`config.mk`:
```
export PLATFORM = sky130hd
export DESIGN_NAME = tc_timer16
export DESIGN_NICKNAME = d
export VERILOG_FILES = /design/src/tc_pkg.sv /design/src/tc_sync.sv /design/src/tc_prescale.sv /design/src/tc_timer16.sv
export SDC_FILE = /design/constraint.sdc
export NUM_CORES = 1
export LEC_CHECK = 0
export ABC_AREA = 1
export BUFFER_PORTS_ARGS = -buffer_cell sky130_fd_sc_hd__buf_4
export CAP_MARGIN = 0
export CORE_ASPECT_RATIO = 2
export CORE_UTILIZATION = 52
export CTS_CLUSTER_DIAMETER = 120
export DETAILED_ROUTE_END_ITERATION = 8
export GPL_ROUTABILITY_DRIVEN = 0
export MAX_ROUTING_LAYER = met4
export PLACE_DENSITY_LB_ADDON = 0.12
export SLEW_MARGIN = 10
export SYNTH_ARGS = -nofsm -noshare
export SYNTH_HDL_FRONTEND = slang
export SYNTH_SLANG_ARGS = --single-unit
```
`constraint.sdc`:
```
create_clock -name clk_sys -period 2.1 [get_ports clk_sys]
set_clock_uncertainty 0.15 [all_clocks]
set_input_delay 0.21 -clock clk_sys [delete_from_list [all_inputs] [get_ports clk_sys]]
set_output_delay 0.21 -clock clk_sys [all_outputs]
set_load 0.005 [all_outputs]
```
`src/tc_pkg.sv`:
```
// Shared constants of the 16-bit timer/counter: register indices, control
// field positions, reset values and bus codes.
// Assumes a single 125 MHz clock domain and word-aligned AHB-Lite access.
package tc_pkg;

    // ****************************************************************
    // Register map: index, byte address is four times the index
    // ****************************************************************
    localparam int unsigned ADDR_W = 12;
    localparam int unsigned IDX_LSB = 2;
    localparam int unsigned IDX_MSB = 9;
    localparam logic [7:0] IDX_FLAG = 8'h0C;
    localparam logic [7:0] IDX_CNT_LO = 8'h0E;
    localparam logic [7:0] IDX_CNT_HI = 8'h0F;
    localparam logic [7:0] IDX_CTRL = 8'h10;
    localparam logic [7:0] IDX_IE = 8'h8C;

    // ****************************************************************
    // Control register fields
    // ****************************************************************
    localparam int unsigned CTRL_RUN = 0;
    localparam int unsigned CTRL_CS = 1;
    localparam int unsigned CTRL_NOSYNC = 2;
    localparam int unsigned CTRL_OSCEN = 3;
    localparam int unsigned CTRL_PS_LSB = 4;
    localparam int unsigned CTRL_PS_MSB = 5;
    localparam logic [7:0] CTRL_RESET = 8'h00;
    localparam logic [7:0] CTRL_WMASK = 8'h3F;
    localparam int unsigned FLAG_BIT = 0;

    // ****************************************************************
    // Counter values and bus codes
    // ****************************************************************
    localparam logic [15:0] CNT_MAX = 16'hFFFF;
    localparam logic [15:0] CNT_ZERO = 16'h0000;
    localparam logic [15:0] CNT_ONE = 16'h0001;
    localparam logic [1:0] MAP_HI_ZERO = 2'h0;
    localparam logic [1:0] PINS_INPUT = 2'h3;
    localparam int unsigned SYNC_STAGES = 2;
    localparam int unsigned PRE_BITS = 3;

endpackage

```
`src/tc_sync.sv`:
```
// Two-stage level synchroniser for asynchronous pin inputs.
// Assumes the inputs are slow compared with clk_sys.
module tc_sync #(
    parameter int unsigned W = 2
) (
    input wire logic clk_sys,
    input wire logic nrst,
    input wire logic ce,
    input wire logic [W-1:0] d,
    output logic [W-1:0] q
);

    typedef struct packed {
        logic [W-1:0] ff1;
        logic [W-1:0] ff2;
    } tc_sync_s;

    tc_sync_s st;
    tc_sync_s next_st;

    if (W < 1) begin : g_chk
        $error("tc_sync: width must be at least one");
    end

    // First stage feeds only the second stage
    always_comb begin
        next_st = st;
        next_st.ff1 = d;
        next_st.ff2 = st.ff1;
    end

    // State register
    always_ff @(posedge clk_sys or negedge nrst) begin
        if (!nrst) begin
            st <= '0;
        end else if (ce) begin
            st <= next_st;
        end
    end

    assign q = st.ff2;

endmodule

```
`src/tc_prescale.sv`:
```
// Input prescaler: divides count pulses by 1, 2, 4 or 8.
// Assumes pulse_in is a one-cycle pulse on clk_sys.
module tc_prescale #(
    parameter int unsigned BITS = tc_pkg::PRE_BITS
) (
    input wire logic clk_sys,
    input wire logic nrst,
    input wire logic ce,
    input wire logic clr,
    input wire logic pulse_in,
    input wire logic [1:0] ratio,
    output logic tick_out
);

    typedef struct packed {
        logic [BITS-1:0] cnt;
    } tc_pre_s;

    tc_pre_s st;
    tc_pre_s next_st;
    logic [BITS-1:0] mask;

    if (BITS < 3) begin : g_chk
        $error("tc_prescale: needs three bits for the 1:8 ratio");
    end

    // Low-bit mask that must be all ones before a tick passes
    function automatic logic [BITS-1:0] ratio_mask(input logic [1:0] r);
        logic [BITS-1:0] m;
        m = '0;
        unique case (r)
            2'h0: m = '0;
            2'h1: m[0] = 1'b1;
            2'h2: m[1:0] = 2'h3;
            2'h3: m[2:0] = 3'h7;
        endcase
        return m;
    endfunction

    assign mask = ratio_mask(ratio);
    assign tick_out = pulse_in && ((st.cnt & mask) == mask);

    // Ripple count of input edges, cleared by a count write
    always_comb begin
        next_st = st;
        if (clr) begin
            next_st.cnt = '0;
        end else if (pulse_in) begin
            next_st.cnt = st.cnt + 1'b1;
        end
    end

    // State register
    always_ff @(posedge clk_sys or negedge nrst) begin
        if (!nrst) begin
            st <= '0;
        end else if (ce) begin
            st <= next_st;
        end
    end
endmodule

```
`src/tc_timer16.sv`:
```
// 16-bit timer/counter with prescaler, pin synchronisation, crystal
// oscillator control and an AHB-Lite register slave.
// Assumes one clk_sys domain, a core instruction tick and compare unit
// triggers on clk_sys, and count pins that are asynchronous.

// Contract
// - 16-bit count wraps from all ones to zero
// - Wrap sets overflow flag; enable gates interrupt
// - Source select: external rising edges or instruction clock
// - Internal source advances once per instruction cycle
// - Sync bit ignored with internal source
// - Run bit starts and stops counting
// - Prescale field divides by 1, 2, 4, 8
// - Oscillator enable powers the crystal amplifier
// - Oscillator on forces pins input, reads zero
// - Sync-disable bit bypasses phase-clock synchronisation; here pins are always synced and the bit only lets counting run in sleep
// - Falling edge needed before first counted rise
// - Count pin: oscillator input or external clock
// - Synchronisation follows a ripple prescaler; here the pins are synced before the prescaler
// - Synced counter holds in sleep; prescaler runs
// - Compare unit triggers reset the count
// - Control bits seven and six read zero
// - Unsynced counter keeps running during sleep
// - Count byte write clears the prescaler
// - Count write beats coincident trigger reset
// - Power-on reset clears the control register
module tc_timer16 (
    input wire logic clk_sys,
    input wire logic nrst,
    input wire logic ce,
    input wire logic hsel,
    input wire logic [tc_pkg::ADDR_W-1:0] haddr,
    input wire logic [1:0] htrans,
    input wire logic hwrite,
    input wire logic [2:0] hsize,
    input wire logic [31:0] hwdata,
    input wire logic hready,
    output logic hreadyout,
    output logic hresp,
    output logic [31:0] hrdata,
    input wire logic instr_tick,
    input wire logic sleep_mode,
    input wire logic ccp1_trig,
    input wire logic ccp2_trig,
    input wire logic osc_input_pin,
    input wire logic ext_count_clock_pin,
    input wire logic [1:0] port_c_direction,
    output logic osc_amp_en,
    output logic [1:0] osc_pin_oe_n,
    output logic pin_read_zero,
    output logic [15:0] count_value,
    output logic irq
);

    // ****************************************************************
    // State
    // ****************************************************************
    typedef struct packed {
        logic [7:0] ctrl;
        logic [15:0] count;
        logic ovf_flag;
        logic ovf_ie;
        logic irq;
        logic src_prev;
        logic armed;
        logic a_pend;
        logic a_write;
        logic a_map;
        logic [7:0] a_idx;
        logic hready;
        logic [31:0] hrdata;
        logic osc_amp_en;
        logic [1:0] oe_n;
        logic rd_zero;
    } tc_state_s;

    localparam tc_state_s ST_RESET = '{
        ctrl: tc_pkg::CTRL_RESET,
        count: tc_pkg::CNT_ZERO,
        hready: 1'b1,
        oe_n: tc_pkg::PINS_INPUT,
        default: '0
    };

    tc_state_s st;
    tc_state_s next_st;

    logic [1:0] pins_sync;
    logic run;
    logic ext_src;
    logic no_sync;
    logic osc_on;
    logic cnt_pin;
    logic rise;
    logic fall;
    logic pre_pulse;
    logic pre_tick;
    logic inc_ok;
    logic acc;
    logic wr_now;
    logic cnt_wr;
    logic evt;
    logic ovf_evt;

    // Register hit test shared by write and read decode
    function automatic logic reg_hit(input logic map, input logic [7:0] idx,
                                     input logic [7:0] want);
        return map && (idx == want);
    endfunction

    // ****************************************************************
    // Pin synchronisers and prescaler
    // ****************************************************************
    tc_sync #(.W(tc_pkg::SYNC_STAGES)) u_sync (
        .clk_sys(clk_sys),
        .nrst(nrst),
        .ce(ce),
        .d({osc_input_pin, ext_count_clock_pin}),
        .q(pins_sync)
    );

    tc_prescale #(.BITS(tc_pkg::PRE_BITS)) u_pre (
        .clk_sys(clk_sys),
        .nrst(nrst),
        .ce(ce),
        .clr(cnt_wr),
        .pulse_in(pre_pulse),
        .ratio(st.ctrl[tc_pkg::CTRL_PS_MSB:tc_pkg::CTRL_PS_LSB]),
        .tick_out(pre_tick)
    );

    // ****************************************************************
    // Count source decode
    // ****************************************************************
    // Control fields and selected count pin
    assign run = st.ctrl[tc_pkg::CTRL_RUN];
    assign ext_src = st.ctrl[tc_pkg::CTRL_CS];
    assign no_sync = st.ctrl[tc_pkg::CTRL_NOSYNC];
    assign osc_on = st.ctrl[tc_pkg::CTRL_OSCEN];
    assign cnt_pin = osc_on ? pins_sync[1] : pins_sync[0];
    assign rise = cnt_pin && !st.src_prev;
    assign fall = !cnt_pin && st.src_prev;

    // Prescaler input: armed rising edge or instruction tick
    assign pre_pulse = run && (ext_src ? (rise && st.armed)
                                       : (instr_tick && !sleep_mode));
    // Synced external mode holds the counter in sleep
    assign inc_ok = pre_tick && !(ext_src && !no_sync && sleep_mode);

    // ****************************************************************
    // Bus decode
    // ****************************************************************
    // Address phase accept and write data phase strobes
    assign acc = hsel && hready && htrans[1];
    assign wr_now = st.a_pend && st.a_write;
    assign cnt_wr = wr_now && (reg_hit(st.a_map, st.a_idx, tc_pkg::IDX_CNT_LO) ||
                               reg_hit(st.a_map, st.a_idx, tc_pkg::IDX_CNT_HI));
    assign evt = ccp1_trig || ccp2_trig;
    assign ovf_evt = !cnt_wr && !evt && inc_ok && (st.count == tc_pkg::CNT_MAX);

    // ****************************************************************
    // Next state
    // ****************************************************************
    always_comb begin
        next_st = st;
        next_st.src_prev = cnt_pin;
        // Arm only after a falling edge while running as a counter
        if (!run || !ext_src) begin
            next_st.armed = 1'b0;
        end else if (fall) begin
            next_st.armed = 1'b1;
        end
        // Count: write first, then trigger reset, then increment
        if (cnt_wr) begin
            if (st.a_idx == tc_pkg::IDX_CNT_LO) begin
                next_st.count[7:0] = hwdata[7:0];
            end else begin
                next_st.count[15:8] = hwdata[7:0];
            end
        end else if (evt) begin
            next_st.count = tc_pkg::CNT_ZERO;
        end else if (inc_ok) begin
            next_st.count = st.count + tc_pkg::CNT_ONE;
        end
        // Control and enable writes
        if (wr_now && reg_hit(st.a_map, st.a_idx, tc_pkg::IDX_CTRL)) begin
            next_st.ctrl = hwdata[7:0] & tc_pkg::CTRL_WMASK;
        end
        if (wr_now && reg_hit(st.a_map, st.a_idx, tc_pkg::IDX_IE)) begin
            next_st.ovf_ie = hwdata[tc_pkg::FLAG_BIT];
        end
        // Sticky flag, a wrap wins over a software clear
        if (wr_now && reg_hit(st.a_map, st.a_idx, tc_pkg::IDX_FLAG)) begin
            next_st.ovf_flag = hwdata[tc_pkg::FLAG_BIT];
        end
        if (ovf_evt) begin
            next_st.ovf_flag = 1'b1;
        end
        // Address phase capture
        next_st.a_pend = acc;
        if (acc) begin
            next_st.a_write = hwrite;
            next_st.a_idx = haddr[tc_pkg::IDX_MSB:tc_pkg::IDX_LSB];
            next_st.a_map = (haddr[tc_pkg::ADDR_W-1:tc_pkg::IDX_MSB+1] == tc_pkg::MAP_HI_ZERO)
                && (haddr[1:0] == 2'h0);
        end
        // Reads take one wait state so a prior write is visible
        if (acc && !hwrite) begin
            next_st.hready = 1'b0;
        end
        if (!st.hready) begin
            next_st.hready = 1'b1;
            next_st.hrdata = 32'h0000_0000;
            if (reg_hit(st.a_map, st.a_idx, tc_pkg::IDX_CTRL)) begin
                next_st.hrdata[7:0] = st.ctrl;
            end
            if (reg_hit(st.a_map, st.a_idx, tc_pkg::IDX_CNT_LO)) begin
                next_st.hrdata[7:0] = st.count[7:0];
            end
            if (reg_hit(st.a_map, st.a_idx, tc_pkg::IDX_CNT_HI)) begin
                next_st.hrdata[7:0] = st.count[15:8];
            end
            if (reg_hit(st.a_map, st.a_idx, tc_pkg::IDX_FLAG)) begin
                next_st.hrdata[tc_pkg::FLAG_BIT] = st.ovf_flag;
            end
            if (reg_hit(st.a_map, st.a_idx, tc_pkg::IDX_IE)) begin
                next_st.hrdata[tc_pkg::FLAG_BIT] = st.ovf_ie;
            end
        end
        // Registered outputs follow the next control and flag state
        next_st.irq = next_st.ovf_flag && next_st.ovf_ie;
        next_st.osc_amp_en = next_st.ctrl[tc_pkg::CTRL_OSCEN];
        next_st.rd_zero = next_st.ctrl[tc_pkg::CTRL_OSCEN];
        next_st.oe_n = next_st.ctrl[tc_pkg::CTRL_OSCEN] ? tc_pkg::PINS_INPUT
                                                        : port_c_direction;
    end

    // State register; power-on reset clears control
    always_ff @(posedge clk_sys or negedge nrst) begin
        if (!nrst) begin
            st <= ST_RESET;
        end else if (ce) begin
            st <= next_st;
        end
    end

    // Outputs straight from state flip-flops, hresp tied low
    assign hreadyout = st.hready;
    assign hresp = 1'b0;
    assign hrdata = st.hrdata;
    assign osc_amp_en = st.osc_amp_en;
    assign osc_pin_oe_n = st.oe_n;
    assign pin_read_zero = st.rd_zero;
    assign count_value = st.count;
    assign irq = st.irq;
endmodule

```
==> metrics.txt <==
Clk pwr share 0.295; DR iter-0 viols 299; flops & latches, synth 56; Post-route DRC 0; Vias/cell a little over 5; htree depth 2; Startpoint Class flip-flop; I/O Buffers 64; post-synthesis sequential area ratio 0.384; first-pass GRT wire length 14800 um; dpl cell area 3970 um^2; Comb pwr share 0.227; Detailed Route WL 8930 um; Worst-Margin Slew roughly 700 ps; DP HPWL 6730 um; Top-Level Pins 118; antenna-violating nets left 0; sequential power share 0.477; hold path startpoint hwdata[1]; die span in x 61.3 um; synth warn 0; final setup fails 0; Worst Path Required 2190 ps; initial antenna violation count 0; Final Util 0.629; Placeable Area 6730 um^2; max_cap viols 0; CTS root buffer clkbuf_16; fin crit period 1940 ps; crit-path max FO 11; Relative slew margins 0.531; Worst-path clk slew approximately 70 ps; worst r2r src st[44]$_DFFE_PN0P_; Inserted Diodes 0; RSZ-0062 raised after global routing false; part of the cycle the worst path needs 0.923; Die Y 121 um; die area 7400 um^2; First-pass DRT Iterations 4; WS Path Type flip-flop to flip-flop; synthesized area per cell 7.41 um^2; Crit. End Element flip-flop; CTS sink count 56; vias in the first global route 3179; P per Cell Area 668 nW/um^2; gr ovfl total 0; Total GRT Usage 0.276; status finished, final reports clean; Fmax between 0.5 and 0.6 GHz; Worst-Skew Late Latency about 300 ps; Starting Density 0.544; Clock Path Buffers 2; Hold Vio Cnt, Final 0; Worst Path Arrival roughly 2000 ps; peak supply drop 0.575 mV; Synth Cell Area about 3700 um^2; fin nets 615; CP Cell Sequence nor2_2, nand2_2, nor2_2, o21ai_2, nor2_4, nand2_1, o21ai_0, nand2_1, nand2_1; P_sw ~820 uW; leakage power 0.00208 uW; DR vias 3300; CTS Buf Count 5; DP Worst Slack 152 ps; post-route cell area ~4200 um^2; Slew Viols, Final 0; largest delay contributor family on the critical path simple AND/OR/NAND/NOR gates; Fin Setup TNS 0 ps; slowest stage cell, crit path dfrtp_1; critical path's most frequent cell nand2_1; switching share of power 0.290; Synth cell types 38; Layout area overhead 15.6%; post-DR wirelength/cell ~14 um; largest net degree at the start of global routing 57; Hold Crit Class input port to flip-flop; layout cells sized above 1 0.207; Syn Inst Count between 400 and 500; Int Pwr 2010 uW; CTS tree built; num rows 42; worst path buffer plus inverter count 0; PnR worst setup slack approximately 160 ps; origin of the worst setup path st[44]$_DFFE_PN0P_; max incr delay on CP ~400 ps
## power groups by stage
stage / registers [uW] / logic, uW / clock network [uW]
after floorplan: 1350 / 486 / 0
after global placement: 1360 / 618 / 0
after detailed placement: 1370 / 627 / 0
after CTS: 1350 / 648 / 854
after global routing: 1370 / 734 / 889
final: 1350 / 643 / 835
## cells by family after synthesis
| kind of cell | count (synthesis) | synth area share |
|---|---|---|
| and+or+nand+nor | 261 | 0.321 |
| buffers and inverters | 103 | 0.164 |
| AOI/OAI and AO/OA | 60 | 0.0936 |
| DFF | 56 | 0.384 |
| xor gates and xnor gates | 7 | 0.0167 |
| muxes | 4 | 0.0123 |
| adders and majority gates | 2 | 0.00683 |
| other | 1 | 0.00102 |
## cell type report
cell class | count | area, um^2
clock buffers | 6 | 129
flip-flops and latches | 56 | 1410
clock inverters | 2 | 16.3
well taps | 88 | 110
inverters | 44 | 165
repair buffers | 84 | 661
fillers | 659 | 2490
multi-input cells | 359 | 1750
## final timing paths
kind	to	slack, ps	depth (start not counted)
hold / removal	ext_src$_DFFE_PN0P_	10	2
min in group asynchronous	count_value[15]$_DFFE_PN0P_	330	2
hold reg to reg	u_sync.next_st[0]$_DFFE_PN0P_	320	2
setup reg to reg	count_value[11]$_DFFE_PN0P_	160	9
max in group asynchronous	count_value[7]$_DFFE_PN0P_	980	2
setup / recovery	count_value[11]$_DFFE_PN0P_	160	9
## sequential cells by signal (all words and copies together), names as in the netlist
name and cells:
st 17, count_value 16, hrdata 8, u_pre.st 3
osc_pin_oe_n 2, u_sync.next_st 2, u_sync.q 2, ext_src 1
hreadyout 1, irq 1, no_sync 1, osc_on 1
run 1
## per-stage QoR
stage,cells,power (uW),hold WS (ps)
3_5_place_dp,619,2000,159
4_1_cts,639,2850,9.85
2_1_floorplan,518,1830,-236
5_1_grt,639,3000,10.1
6_report,639,2830,10.6
3_3_place_gp,619,1980,152
## repair_timing
| action | 4_1_cts | 5_1_grt |
|---|---|---|
| hold endpoints to repair | 64 | 0 |
| buffers inserted | 0 | 0 |
| setup endpoints to repair | 0 | 2 |
| hold buffers | 12 | 0 |
| gates resized for setup | 0 | 1 |
## routing by layer
metal	global-route usage	share of wire
met1	0.295	0.36
met2	0.482	0.56
met3	0.0321	0.035
met4	0.132	0.047
met5	-	0
## synth_stat cells, drive strengths merged
cell type,number,area share
o21bai,2,0.0041
xnor2,3,0.0072
dfrtp,53,0.36
conb,1,0.0010
a21boi,1,0.0021
o22ai,3,0.0051
dfstp,3,0.022
a21oi,13,0.021
o22a,2,0.0048
mux2,4,0.012
inv,44,0.045
clkbuf,2,0.0021
buf,57,0.12
xor2,4,0.0096
nand4,10,0.017
nand2,172,0.18
and2,2,0.0034
o21ai,36,0.050
a31oi,1,0.0017
nor4,2,0.0034
nand3,23,0.040
a41oi,2,0.0048
ha,2,0.0068
nor2,50,0.068
nor3b,2,0.0068
## cells in the final DEF, fill, tap and decap left out, drive strengths merged, types with 12 or more instances in the layout
cell / instances
nand2: 172
buf: 72
dfrtp: 53
nor2: 50
inv: 44
o21ai: 36
conb: 25
nand3: 23
a21oi: 13
dlygate4sd3: 12
Power figures use the tool's default switching activity.
